$ cat src/design/itf_defs.svh
// register offsets, field positions and reset values of the task-file bank
`ifndef ITF_DEFS_SVH
`define ITF_DEFS_SVH
`define ITF_OFF_CYL_HIGH 3'h5
`define ITF_OFF_DRIVE_HEAD 3'h6
`define ITF_OFF_STATUS 3'h7
`define ITF_DEV_BIT 4
`define ITF_BUSY_BIT 7
`define ITF_DATA_RESET 8'h00
`define ITF_STATUS_RESET 8'h80
`define ITF_FW_SEL_CYL_MASTER 3'h0
`define ITF_FW_SEL_CYL_SLAVE 3'h1
`define ITF_FW_SEL_DH_MASTER 3'h2
`define ITF_FW_SEL_DH_SLAVE 3'h3
`define ITF_FW_SEL_STATUS 3'h4
`endif

$ cat src/design/itf_pkg.sv
// types shared by the task-file bank
package itf_pkg;
    typedef logic [7:0] itf_byte_t;
    typedef logic [2:0] itf_addr_t;
    typedef enum logic [1:0] {
        ITF_RD_NONE,
        ITF_RD_CYL,
        ITF_RD_DH,
        ITF_RD_STATUS
    } itf_rdsel_e;
endpackage

$ cat src/design/itf_ctl_if.sv
// reset and soft-reset events passed to the status unit
`timescale 1ns/1ps
`default_nettype none
interface itf_ctl_if;
    import itf_pkg::*;
    logic func_reset;
    logic soft_reset_rise;
    logic cmd_write_master;
    logic status_read_master;
    logic fw_status_we;
    itf_byte_t fw_status_data;
    itf_byte_t status;
    logic irq_master;
    logic irq_set;
    modport top (output func_reset, soft_reset_rise, cmd_write_master, status_read_master,
        fw_status_we, fw_status_data, irq_set, input status, irq_master);
    modport unit (input func_reset, soft_reset_rise, cmd_write_master, status_read_master,
        fw_status_we, fw_status_data, irq_set, output status, irq_master);
endinterface
`default_nettype wire

$ cat src/design/itf_status.sv
// master status register with busy set logic and drive-0 interrupt
`timescale 1ns/1ps
`default_nettype none
`include "itf_defs.svh"
module itf_status
    import itf_pkg::*;
(
    input wire logic clk,
    input wire logic rst_n,
    itf_ctl_if.unit ctl
);
    itf_byte_t status_reg;
    itf_byte_t status_next;
    logic irq_reg;
    logic busy_set;

    assign busy_set = ctl.func_reset | ctl.soft_reset_rise | ctl.cmd_write_master;
    // firmware write first, hardware set overrides busy so a set is never lost
    always_comb begin
        status_next = status_reg;
        if (ctl.fw_status_we) begin
            status_next = ctl.fw_status_data;
        end
        if (busy_set) begin
            status_next[`ITF_BUSY_BIT] = 1'b1;
        end
    end

    always_ff @(posedge clk or negedge rst_n) begin
        if (!rst_n) begin
            status_reg <= `ITF_STATUS_RESET;
            irq_reg <= 1'b0;
        end else begin
            status_reg <= ctl.func_reset ? `ITF_STATUS_RESET : status_next;
            if (ctl.irq_set | ~ctl.status_read_master) begin
                irq_reg <= ctl.irq_set ? 1'b1 : irq_reg;
            end else begin
                irq_reg <= 1'b0;
            end
        end
    end

    assign ctl.status = status_reg;
    assign ctl.irq_master = irq_reg;
endmodule
`default_nettype wire

$ cat src/design/itf_bank.sv
// emulated task-file bank: cylinder high, drive/head and master status
// Behaviour
// - host cylinder-high write loads input and both drive copies together
// - cylinder-high read returns drive-0 copy if select is 0, else drive-1
// - host drive/head write loads input and both drive copies together
// - drive/head read returns drive-0 copy if select is 0, else drive-1
// - drive/head bit 4 is the drive select steering host reads
// - drive select clears on soft-reset rising edge and function reset
// - drive/head copies take each host write along with the input; firmware can load one copy alone
// - status is host read-only; each host read with drive select 0 clears drive-0 interrupt unless irq_event sets it in that cycle
// - host write at status address goes to the command register
// - busy sets on master command write, soft reset, function reset
// - status bits 6..3 hold ready, fault, seek done, transfer request
// - status bits 2..0 hold fixed read, index mark, previous error
// - function reset returns data registers to 00h and status to 80h
// - soft-reset control bit forces emulated drive reset effects
`timescale 1ns/1ps
`default_nettype none
`include "itf_defs.svh"
module itf_bank
    import itf_pkg::*;
(
    input wire logic clk,
    input wire logic nrst,
    input wire logic d3_to_d0,
    input wire logic host_cs,
    input wire logic host_wr,
    input wire logic host_rd,
    input wire logic [2:0] host_addr,
    input wire logic [7:0] host_wdata,
    output logic [7:0] host_rdata,
    input wire logic soft_reset_bit,
    input wire logic fw_we,
    input wire logic [2:0] fw_sel,
    input wire logic [7:0] fw_wdata,
    input wire logic irq_event,
    output logic irq_master,
    output logic [7:0] command_out,
    output logic command_strobe,
    output logic [7:0] cyl_high_in,
    output logic [7:0] drive_head_in,
    output logic drive_select
);
    ////////////////////////////////////////////////////////////////
    logic rst_s1_reg;
    logic rst_n;
    always_ff @(posedge clk or negedge nrst) begin
        if (!nrst) begin
            rst_s1_reg <= 1'b0;
            rst_n <= 1'b0;
        end else begin
            rst_s1_reg <= 1'b1;
            rst_n <= rst_s1_reg;
        end
    end

    ////////////////////////////////////////////////////////////////
    // three copies each of cylinder high and drive/head: the input one plus one for each drive
    itf_byte_t cyl_in_reg;
    itf_byte_t cyl_m_reg;
    itf_byte_t cyl_s_reg;
    itf_byte_t dh_in_reg;
    itf_byte_t dh_m_reg;
    itf_byte_t dh_s_reg;
    itf_byte_t cmd_reg;
    itf_byte_t rdata_reg;
    logic srst_prev_reg;
    logic cmd_stb_reg;
    logic dev_sel;
    itf_ctl_if ctl();

    function automatic logic hit(input itf_addr_t a, input itf_addr_t off);
        hit = (a == off);
    endfunction

    wire hw = host_cs & host_wr;
    wire hr = host_cs & host_rd;
    wire hw_cyl = hw & hit(host_addr, `ITF_OFF_CYL_HIGH);
    wire hw_dh = hw & hit(host_addr, `ITF_OFF_DRIVE_HEAD);
    wire hw_cmd = hw & hit(host_addr, `ITF_OFF_STATUS);
    wire hr_cyl = hr & hit(host_addr, `ITF_OFF_CYL_HIGH);
    wire hr_dh = hr & hit(host_addr, `ITF_OFF_DRIVE_HEAD);
    wire hr_st = hr & hit(host_addr, `ITF_OFF_STATUS);
    wire srst_rise = soft_reset_bit & ~srst_prev_reg;
    // firmware lanes, host write on the same copy wins
    wire fw_cm = fw_we & (fw_sel == `ITF_FW_SEL_CYL_MASTER) & ~hw_cyl;
    wire fw_cs = fw_we & (fw_sel == `ITF_FW_SEL_CYL_SLAVE) & ~hw_cyl;
    wire fw_dm = fw_we & (fw_sel == `ITF_FW_SEL_DH_MASTER) & ~hw_dh;
    wire fw_ds = fw_we & (fw_sel == `ITF_FW_SEL_DH_SLAVE) & ~hw_dh;
    wire fw_st = fw_we & (fw_sel == `ITF_FW_SEL_STATUS);

    // select taken from the input copy, the one the host last wrote
    assign dev_sel = dh_in_reg[`ITF_DEV_BIT];

    itf_rdsel_e rd_sel;
    assign rd_sel = hr_cyl ? ITF_RD_CYL : hr_dh ? ITF_RD_DH : hr_st ? ITF_RD_STATUS : ITF_RD_NONE;

    itf_byte_t rd_mux;
    always_comb begin
        case (rd_sel)
            ITF_RD_CYL: rd_mux = dev_sel ? cyl_s_reg : cyl_m_reg;
            ITF_RD_DH: rd_mux = dev_sel ? dh_s_reg : dh_m_reg;
            ITF_RD_STATUS: rd_mux = ctl.status;
            default: rd_mux = `ITF_DATA_RESET;
        endcase
    end

    assign ctl.func_reset = d3_to_d0;
    assign ctl.soft_reset_rise = srst_rise;
    assign ctl.cmd_write_master = hw_cmd & ~dev_sel;
    assign ctl.status_read_master = hr_st & ~dev_sel;
    assign ctl.fw_status_we = fw_st;
    assign ctl.fw_status_data = fw_wdata;
    assign ctl.irq_set = irq_event;

    itf_status u_status (
        .clk(clk),
        .rst_n(rst_n),
        .ctl(ctl)
    );

    ////////////////////////////////////////////////////////////////
    // clear on the select only: the other drive/head bits survive soft reset
    function automatic itf_byte_t clr_dev(input itf_byte_t v, input logic c);
        clr_dev = v;
        if (c) begin
            clr_dev[`ITF_DEV_BIT] = 1'b0;
        end
    endfunction

    // host byte first, then firmware; the select clear applies last of all
    itf_byte_t cyl_m_next;
    itf_byte_t cyl_s_next;
    itf_byte_t dh_in_next;
    itf_byte_t dh_m_next;
    itf_byte_t dh_s_next;
    assign cyl_m_next = hw_cyl ? host_wdata : fw_cm ? fw_wdata : cyl_m_reg;
    assign cyl_s_next = hw_cyl ? host_wdata : fw_cs ? fw_wdata : cyl_s_reg;
    assign dh_in_next = clr_dev(hw_dh ? host_wdata : dh_in_reg, srst_rise);
    assign dh_m_next = clr_dev(hw_dh ? host_wdata : fw_dm ? fw_wdata : dh_m_reg, srst_rise);
    assign dh_s_next = clr_dev(hw_dh ? host_wdata : fw_ds ? fw_wdata : dh_s_reg, srst_rise);

    // function reset is synchronous and outranks every host or firmware write
    always_ff @(posedge clk or negedge rst_n) begin
        if (!rst_n) begin
            cyl_in_reg <= `ITF_DATA_RESET;
            cyl_m_reg <= `ITF_DATA_RESET;
            cyl_s_reg <= `ITF_DATA_RESET;
        end else if (d3_to_d0) begin
            cyl_in_reg <= `ITF_DATA_RESET;
            cyl_m_reg <= `ITF_DATA_RESET;
            cyl_s_reg <= `ITF_DATA_RESET;
        end else begin
            cyl_in_reg <= hw_cyl ? host_wdata : cyl_in_reg;
            cyl_m_reg <= cyl_m_next;
            cyl_s_reg <= cyl_s_next;
        end
    end

    // the select lives in the input copy, so its clear steers reads to drive 0
    always_ff @(posedge clk or negedge rst_n) begin
        if (!rst_n) begin
            dh_in_reg <= `ITF_DATA_RESET;
            dh_m_reg <= `ITF_DATA_RESET;
            dh_s_reg <= `ITF_DATA_RESET;
        end else if (d3_to_d0) begin
            dh_in_reg <= `ITF_DATA_RESET;
            dh_m_reg <= `ITF_DATA_RESET;
            dh_s_reg <= `ITF_DATA_RESET;
        end else begin
            dh_in_reg <= dh_in_next;
            dh_m_reg <= dh_m_next;
            dh_s_reg <= dh_s_next;
        end
    end

    // strobe is a one-cycle pulse; the byte stands until the next command or a function reset
    always_ff @(posedge clk or negedge rst_n) begin
        if (!rst_n) begin
            cmd_reg <= `ITF_DATA_RESET;
            cmd_stb_reg <= 1'b0;
        end else if (d3_to_d0) begin
            cmd_reg <= `ITF_DATA_RESET;
            cmd_stb_reg <= 1'b0;
        end else begin
            cmd_reg <= hw_cmd ? host_wdata : cmd_reg;
            cmd_stb_reg <= hw_cmd;
        end
    end

    // read data is registered, so a read answers in the following cycle
    always_ff @(posedge clk or negedge rst_n) begin
        if (!rst_n) begin
            rdata_reg <= `ITF_DATA_RESET;
        end else if (d3_to_d0) begin
            rdata_reg <= `ITF_DATA_RESET;
        end else begin
            rdata_reg <= rd_mux;
        end
    end

    // previous level starts low, the idle level of the control bit
    always_ff @(posedge clk or negedge rst_n) begin
        if (!rst_n) begin
            srst_prev_reg <= 1'b0;
        end else begin
            srst_prev_reg <= soft_reset_bit;
        end
    end

    assign host_rdata = rdata_reg;
    assign irq_master = ctl.irq_master;
    assign command_out = cmd_reg;
    assign command_strobe = cmd_stb_reg;
    assign cyl_high_in = cyl_in_reg;
    assign drive_head_in = dh_in_reg;
    assign drive_select = dev_sel;
endmodule
`default_nettype wire

$ cat config.mk
export PLATFORM = sky130hd
export DESIGN_NAME = itf_bank
export DESIGN_NICKNAME = d
export VERILOG_FILES = /design/src/design/itf_pkg.sv /design/src/design/itf_ctl_if.sv /design/src/design/itf_status.sv /design/src/design/itf_bank.sv
export VERILOG_INCLUDE_DIRS = /design/src /design/src/design
export SDC_FILE = /design/constraint.sdc
export NUM_CORES = 1
export LEC_CHECK = 0
export BUFFER_PORTS_ARGS = -buffer_cell sky130_fd_sc_hd__buf_2
export CORE_ASPECT_RATIO = 1.75
export CORE_MARGIN = 5
export CORE_UTILIZATION = 40
export CTS_CLUSTER_DIAMETER = 30
export DETAILED_ROUTE_END_ITERATION = 16
export PLACE_DENSITY = 0.73
export SYNTH_ARGS = -nofsm -noshare
export SYNTH_HDL_FRONTEND = slang
export SYNTH_SLANG_ARGS = --single-unit
export TNS_END_PERCENT = 10
$ cat constraint.sdc
create_clock -name clk -period 2.4 [get_ports clk]
set_input_delay 0.24 -clock clk [delete_from_list [all_inputs] [get_ports clk]]
set_output_delay 0.24 -clock clk [all_outputs]
set_load 0.05 [all_outputs]
==> reports/results.tsv, run 1 <==
metric	value	unit
root_buffer	clkbuf_16	
numPortBuffers	65	
crit_fanout	21	
grt_pass1_wl	17100	um
crit_buf_inv	1	
synth_ff_type	dfrtp_1	
dieWidth	83.2	um
drcViolationCount	0	
die_height	138	um
min_path_type	primary input to register	
nets	462	
grt_max_degree	51	
clock_power_share	43.5	%
syn_area_per_cell	9.79	um2
async_flop_share	100	%
required	2160	ps
p_sw	0.701	mW
die-area	0.0115	mm2
final_max_slew_viol_count	0	
netlist.top_cell.by_area	dfrtp_1	
ys_seq_elements	77	
post_cts_buffers	0	
clock-sinks	77	
dpl_worst_slack	691	ps
final_area	0.00439	mm2
synth_top_area_share	50.7	%
insertion_delay	340	ps
syn-cell-area	0.00375	mm2
crit_family	flip-flops	
drt_wl_total	10500	um
synth_commonest_cells	dfrtp_1, nand3_1, nand2_1, a21oi_1	
rows	46	
relSlewSlack	38.2	%
powerDensity	654	mW/mm2
final_antenna_net_count	0	
criticalPathCategory	register to output port	
first_pass_iters	5	
worstMarginPinSlew	926	ps
cts_resized	0	
grt_pass1_vias	3240	
synthCells	383	
yosysMostFrequentCell	dfrtp_1	
diodes	0	
syn2layout_area_growth	17.1	%
fin_ws	466	ps
syn-num-nets	414	
ctsHoldBuffers	1	
synthTopCellsByArea	dfrtp_1, nand3_1, a21oi_1	
numCtsBuffers	9	
leakage	1.90	nW
fin_crit_sh	80.6	%
critPathCaptureType	output port	
yosysSeqAreaShare	51.4	%
place.detailed.hpwl	7460	um
critPathArrivalTime	1690	ps
fin_tns_setup	0	ps
drtIter0Drc	262	
tritoncts	done	
ys_warn_count	0	
place_congestion	0.804	
post_drt_wl_per_cell	18.8	um
clkTransAtPathRegs	50	ps
synth.distinct_cells	38	
viasPerCell	5.88	
synth_edf_count	0	
fill_cells	917	
grt.total_usage	18.6	%
ir_worst_vdd	355	uV
placed_area	0.00411	mm2
timing.fmax	517	MHz
final_hold_viol_count	0	
p_seq_share	47.2	%
fin_crit	1930	ps
power_frac_comb	9.2	%
finClkSkew	8.81	ps
rsz0062_at_grt	no	
slowest_delay	950	ps
worstPathCellList	buf_2	
finalSetupViolations	0	
sw_frac_of_total	24.4	%
antenna_found_initial	0	
ios	66	
layout-drive-gt1-share	22.7	%
htree_levels	3	
coreArea	0.00909	mm2
start_util	41.2	%
status	completed	
grt.overflow.total	0	
cp-start-kind	register	
slowest_stage	dfrtp_1	
max_cap_violations	0	
vias	3270	
clock_path_buffers	2	
power.internal	2.17	mW
final timing paths:
| check | start | endpoint | slack (ps) | cells after the start |
|---|---|---|---|---|
| worst max-delay path | drive_head_in[4] | drive_select | 470 | 1 |
| worst min-delay path | soft_reset_bit | srst_prev_reg | 50 | 1 |
| worst max register to register | drive_head_in[4] | host_rdata[7] | 660 | 3 |
| worst min register to register | rst_n | cyl_high_in[7] | 270 | 0 |
| max in group asynchronous | rst_n | u_status.ctl.status[7] | 1410 | 1 |
| min in group asynchronous | nrst | rst_n | 220 | 2 |
cells by family after synthesis:
family | after synthesis | synth area share [%]
AO/OA/AOI/OAI | 115 | 17.5
buffers and inverters | 39 | 5.31
flip-flops | 77 | 51.4
multiplexers | 32 | 9.08
other | 1 | 0.100
AND/OR/NAND/NOR | 119 | 16.6
power groups by stage:
stage	Sequential, mW	Combinational (mW)	Clock (mW)
after floorplan	1.40	0.137	0
after global placement	1.38	0.255	0
after detailed placement	1.38	0.261	0
after CTS	1.36	0.264	1.26
after global routing	1.36	0.291	1.32
final	1.36	0.265	1.25
placed cells by master, fill, tap and decap left out, types with 15 or more instances in the layout:
| cell type | instances |
|---|---|
| dfrtp_1 | 75 |
| buf_2 | 65 |
| nand3_1 | 50 |
| nand2_1 | 47 |
| a21oi_1 | 46 |
| a31oi_1 | 24 |
| o21ai_0 | 17 |
| mux2i_1 | 16 |
| o31ai_1 | 15 |
final cells by class:
class / instances / area, um2 / area share [%]
Inverter: 2 / 7.51 / 0.171
Timing Repair Buffer: 74 / 408 / 9.29
Clock buffer: 15 / 268 / 6.10
Sequential cell: 77 / 1930 / 44.0
Clock inverter: 1 / 5.00 / 0.114
Tap cell: 120 / 150 / 3.42
Multi-Input combinational cell: 267 / 1620 / 36.9
layer usage:
| layer | track usage, % | share of wire, % | vias up |
|---|---|---|---|
| li1 | - | - | 1490 |
| met1 | 22.0 | 38 | 1582 |
| met2 | 32.0 | 53 | 173 |
| met3 | 4.28 | 6.1 | 25 |
| met5 | 0 | 0 | - |
| met4 | 8.18 | 3.0 | 0 |
through the flow:
| stage | hold WS, ps | instances | total power, mW | utilization, % |
|---|---|---|---|---|
| floorplan | -55.6 | 383 | 1.54 | - |
| global placement | 27.1 | 539 | 1.63 | 45.2 |
| detailed placement | 26.8 | 539 | 1.64 | 45.2 |
| CTS | 39.5 | 556 | 2.88 | 48.3 |
| global route | 33.7 | 556 | 2.97 | 48.3 |
| finish | 46.4 | 556 | 2.87 | 48.3 |
Note: power is estimated with default switching activity, not from simulation.
==> inputs of run 2 (changes only) <==
--- a/config.mk
+++ b/config.mk
@@ -12,7 +12,7 @@
 export CORE_UTILIZATION = 40
 export CTS_CLUSTER_DIAMETER = 30
 export DETAILED_ROUTE_END_ITERATION = 16
-export PLACE_DENSITY = 0.73
+export PLACE_DENSITY = 0.7
 export SYNTH_ARGS = -nofsm -noshare
 export SYNTH_HDL_FRONTEND = slang
 export SYNTH_SLANG_ARGS = --single-unit
==> constraint.sdc (replaced) <==
create_clock -name clk -period 1.9 [get_ports clk]
set_input_delay 0.19 -clock clk [delete_from_list [all_inputs] [get_ports clk]]
set_output_delay 0.19 -clock clk [all_outputs]
set_load 0.05 [all_outputs]
==> run 2 against run 1 <==
Compared with the run above:
- worst setup slack got worse by 140 ps
- via count grew 1.7%
- global-route usage up 1.5 points
- clock power increased by 50%
- critical path type unchanged
- largest cell class unchanged
- highest routed layer unchanged
==> reports/results.tsv, run 2 (same netlist as run 1, synthesis figures left out) <==
metric	value	unit	change
die_height	138	um	unchanged
crit_fanout	21		unchanged
timing.fmax	635	MHz	
nets	473		was 462
final_common_cell	dfrtp_1		unchanged
clkTransAtPathRegs	60	ps	was 50 ps
rows	46		unchanged
final_max_slew_viol_count	0		unchanged
grt_pass1_vias	3449		was 3240
root_buffer	clkbuf_16		unchanged
crit_end	drive_select		unchanged
min_path_cells	2		was 1
worstPathCellList	buf_2		unchanged
multi_input_area	0.00162	mm2	unchanged
post_drt_wl_per_cell	19.9	um	was 18.8 um
final_area	0.00453	mm2	was 0.00439 mm2
rsz0062_at_grt	no		unchanged
min_path_type	primary input to register		unchanged
grt_pass1_wl	18200	um	was 17100 um
r2r_slack	490	ps	was 660 ps
antenna_found_initial	0		unchanged
crit_family	flip-flops		unchanged
leakage	1.98	nW	was 1.90 nW
drt_wl_total	11300	um	was 10500 um
rr_startpoint	drive_head_in[4]		unchanged
finClkSkew	4.77	ps	was 8.81 ps
startpoint	drive_head_in[4]		unchanged
rr_worst_depth	3		unchanged
relSlewSlack	40.9	%	was 38.2%
fin_tns_setup	0	ps	unchanged
worst-path-stages	1		unchanged
clock-sinks	77		unchanged
drcViolationCount	0		unchanged
regArea	0.00193	mm2	about the same
layout_common_cells	dfrtp_1, buf_2, nand3_1		unchanged
criticalPathCategory	register to output port		unchanged
slowest_delay	670	ps	was 950 ps
syn2layout_area_growth	20.8	%	was 17.1%
powerDensity	870	mW/mm2	was 654 mW/mm2
grt.total_usage	20.1	%	was 18.6%
final_antenna_net_count	0		unchanged
place_congestion	0.840		was 0.804
vias	3327		was 3270
fin_crit	1580	ps	
critPathArrivalTime	1390	ps	was 1690 ps
worstMarginPinSlew	881	ps	was 926 ps
critPathCaptureType	output port		unchanged
die-area	0.0115	mm2	unchanged
placed_area	0.00418	mm2	was 0.00411 mm2
required	1710	ps	was 2160 ps
status	completed		unchanged
max_cap_violations	0		unchanged
slowest_stage	dfrtp_2		was dfrtp_1
final_hold_viol_count	0		unchanged
ir_worst_vdd	515	uV	was 355 uV
crit_buf_inv	1		unchanged
numCtsBuffers	9		unchanged
clock_path_buffers	2		unchanged
tritoncts	done		unchanged
dieWidth	83.2	um	unchanged
htree_levels	3		unchanged
fill_cells	879		was 917
r2r_end	host_rdata[0]		was host_rdata[7]
insertion_delay	340	ps	about the same
first_pass_iters	5		unchanged
diodes	0		unchanged
fin_crit_sh	82.9	%	
viasPerCell	5.87		was 5.88
layout-drive-gt1-share	25.3	%	was 22.7%
grt.overflow.total	0		unchanged
cp-start-kind	register		unchanged
drtIter0Drc	307		was 262
grt_max_degree	35		was 51
post_cts_buffers	0		unchanged
ios	66		unchanged
place.detailed.hpwl	8130	um	was 7460 um
start_util	41.2	%	unchanged
coreArea	0.00909	mm2	unchanged
finalSetupViolations	0		unchanged
numPortBuffers	65		unchanged
-- run 2: changes by cell type in the layout (fill, tap and decap cells not counted) --
cell | previous run | this run
dlygate4sd3_1 | 1 | 2
dfrtp_1 | 75 | 74
bufinv_16 | 0 | 2
clkinv_2 | 1 | 2
buf_4 | 7 | 17
dfrtp_2 | 1 | 2
clkbuf_1 | 4 | 1
-- run 2: repair_timing --
item / in CTS / in global routing
endpoints found under the setup margin: 0 / 2
resized for setup: 0 / 1
hold buffers: 2 / 0
hold endpoints to repair: 3 / 0
-- run 2: worst min path at each step --
stage | from | end
floorplan | nrst | rst_n
CTS | irq_event | u_status.ctl.irq_master
global placement | nrst | rst_s1_reg
finish | irq_event | u_status.ctl.irq_master
global route | irq_event | u_status.ctl.irq_master
detailed placement | nrst | rst_s1_reg
-- run 2: layer usage --
layer / wire, um / vias to the layer above / global-route usage (%)
met5: 0 / - / 0
li1: - / 1507 / -
met3: 586 / 23 / 3.39
met4: 354 / 0 / 9.82
met1: 4420 / 1648 / 23.8
met2: 5900 / 149 / 34.8
-- run 2: worst register-to-register path: stages (launching register included) --
cell     delay [ps]
dfrtp_2         670
mux2_2          400
nand3_1          90
a31oi_1          90
-- run 2: power by group --
group	switching, mW	internal (mW)
logic	0.246	0.116
clock network	0.650	1.22
registers	0.0303	1.68
-- run 2: area by class of cell --
class,instances,area share [%]
sequential,77,42.6
multi-input combinational,267,35.8
timing repair buffer,85,10.9
clock buffer,12,5.66
tap,120,3.31
clock inverter,4,1.55
inverter,2,0.166
-- run 2: stage by stage --
| step | power [mW] | std cells | setup WS, ps | util, % | hold slack [ps] |
|---|---|---|---|---|---|
| global route | 4.08 | 567 | 281 | 49.8 | 34.5 |
| floorplan | 1.94 | 383 | 192 | - | -106 |
| detailed placement | 2.09 | 549 | 254 | 46.0 | -22.3 |
| finish | 3.94 | 567 | 324 | 49.8 | 33.5 |
| global placement | 2.09 | 549 | 361 | 46.0 | -25.0 |
| CTS | 3.96 | 567 | 38.9 | 49.8 | 23.2 |
==> inputs of run 3 (changes only) <==
==> constraint.sdc (replaced) <==
create_clock -name clk -period 1.5 [get_ports clk]
set_input_delay 0.15 -clock clk [delete_from_list [all_inputs] [get_ports clk]]
set_output_delay 0.15 -clock clk [all_outputs]
set_load 0.05 [all_outputs]
==> run 3 against run 2 <==
Compared with the run above:
- final cell count increased by 1.2%
- via count decreased by 0.48%
- critical path depth increased by 1
- final area increased by 1.6%
- routed wire length decreased by 4.7%
- clock skew increased by 0.52 ps
- first-iteration DRC count decreased by 11%
==> reports/results.tsv, run 3 (same netlist as run 1, synthesis figures left out) <==
metric	value	unit	change
drcViolationCount	0		unchanged
critPathCaptureType	output port		unchanged
layout-drive-gt1-share	26.2	%	was 25.3%
fin_crit_sh	92.5	%	
dieWidth	83.2	um	unchanged
root_buffer	clkbuf_16		unchanged
p_total	4.82	mW	was 3.94 mW
sw_frac_of_total	24.2	%	was 23.5%
post_drt_wl_per_cell	18.7	um	was 19.9 um
grt_pass1_vias	3310		was 3449
numPortBuffers	65		unchanged
fin_util	50.6	%	was 49.8%
clock_power_share	45.4	%	was 47.4%
nets	481		was 473
antenna_found_initial	0		unchanged
drtIter0Drc	272		was 307
die-area	0.0115	mm2	unchanged
power.internal	3.65	mW	was 3.01 mW
place_congestion	0.811		was 0.840
criticalPathCategory	register to output port		unchanged
crit_fanout	9		was 21
p_seq_share	44.9	%	was 43.4%
die_height	138	um	unchanged
place.detailed.hpwl	7810	um	was 8130 um
viasPerCell	5.77		was 5.87
p_sw	1.17	mW	was 0.927 mW
vias	3311		was 3327
clock_path_buffers	2		unchanged
grt.total_usage	19.1	%	was 20.1%
numCtsBuffers	9		unchanged
powerDensity	1050	mW/mm2	was 870 mW/mm2
dpl_worst_slack	101	ps	was 254 ps
insertion_delay	340	ps	about the same
ir_worst_vdd	945	uV	was 515 uV
final_max_slew_viol_count	0		unchanged
start_util	41.2	%	unchanged
rows	46		unchanged
fin_tns_setup	0	ps	unchanged
htree_levels	3		unchanged
finClkSkew	5.29	ps	was 4.77 ps
ctsHoldBuffers	3		was 2
syn2layout_area_growth	22.8	%	was 20.8%
final_common_cell	dfrtp_1		unchanged
final_antenna_net_count	0		unchanged
multi_input_area	0.00162	mm2	unchanged
critPathArrivalTime	1240	ps	was 1390 ps
rsz0062_at_grt	no		unchanged
fin_crit	1390	ps	
first_pass_iters	5		unchanged
ios	66		unchanged
final_hold_viol_count	0		unchanged
timing.fmax	721	MHz	
grt_max_degree	40		was 35
clkTransAtPathRegs	60	ps	about the same
min_path_type	primary input to register		unchanged
regArea	0.00193	mm2	about the same
finalSetupViolations	0		unchanged
required	1350	ps	was 1710 ps
grt.overflow.total	0		unchanged
diodes	0		unchanged
drt_wl_total	10700	um	was 11300 um
cp-start-kind	register		unchanged
clock-sinks	77		unchanged
cts_resized	0		unchanged
power_frac_comb	9.8	%	was 9.2%
layout_common_cells	dfrtp_1, buf_2, nand3_1		unchanged
status	completed		unchanged
tritoncts	done		unchanged
post_cts_buffers	0		unchanged
max_cap_violations	0		unchanged
fill_cells	891		was 879
coreArea	0.00909	mm2	unchanged
fin_ws	113	ps	was 324 ps
leakage	2.02	nW	was 1.98 nW
grt_pass1_wl	17300	um	was 18200 um
## run 3: path summary, 6_finish.rpt
kind | from | to | slack (ps) | depth (start not counted)
max in group asynchronous | rst_n | cyl_high_in[0] | 690 | 1
setup / recovery | drive_head_in[4] | drive_head_in[4] | 110 | 2
setup reg to reg | drive_head_in[4] | host_rdata[2] | 130 | 4
hold reg to reg | rst_n | dh_s_reg[7] | 170 | 0
hold / removal | fw_wdata[0] | u_status.ctl.status[0] | 100 | 3
min in group asynchronous | nrst | rst_s1_reg | 130 | 2
## run 3: per-stage QoR
step / instance area, um2 / hold slack (ps) / std cells
2_1_floorplan: 3750 / -146 / 383
3_3_place_gp: 4270 / -63.5 / 556
3_5_place_dp: 4270 / -63.0 / 556
4_1_cts: 4600 / 84.1 / 574
5_1_grt: 4600 / 106 / 574
6_report: 4600 / 98.5 / 574
## run 3: worst max-delay path: stages (launching register included)
cell and delay (ps):
dfrtp_1 470, buf_12 160, buf_2 260
## run 3: area by class of cell
type	instances	area share, %
Clock buffer	11	5.49
Timing Repair Buffer	93	12.9
Clock inverter	4	1.03
Multi-Input combinational cell	267	35.2
Inverter	2	0.163
Sequential cell	77	41.9
Tap cell	120	3.26
## run 3: metal layers
layer	share of wire [%]	track usage, %	up-vias
li1	-	-	1523
met1	39	22.4	1627
met5	0	0	-
met3	5.4	4.34	28
met4	5.1	11.8	0
met2	50	31.3	133
## run 3: power groups by stage
stage / registers (mW) / clock network, mW / logic (mW)
2_1_floorplan: 2.24 / 0 / 0.220
4_1_cts: 2.16 / 2.23 / 0.472
6_report: 2.16 / 2.19 / 0.471
5_1_grt: 2.17 / 2.30 / 0.513
3_3_place_gp: 2.20 / 0 / 0.455
3_5_place_dp: 2.20 / 0 / 0.463
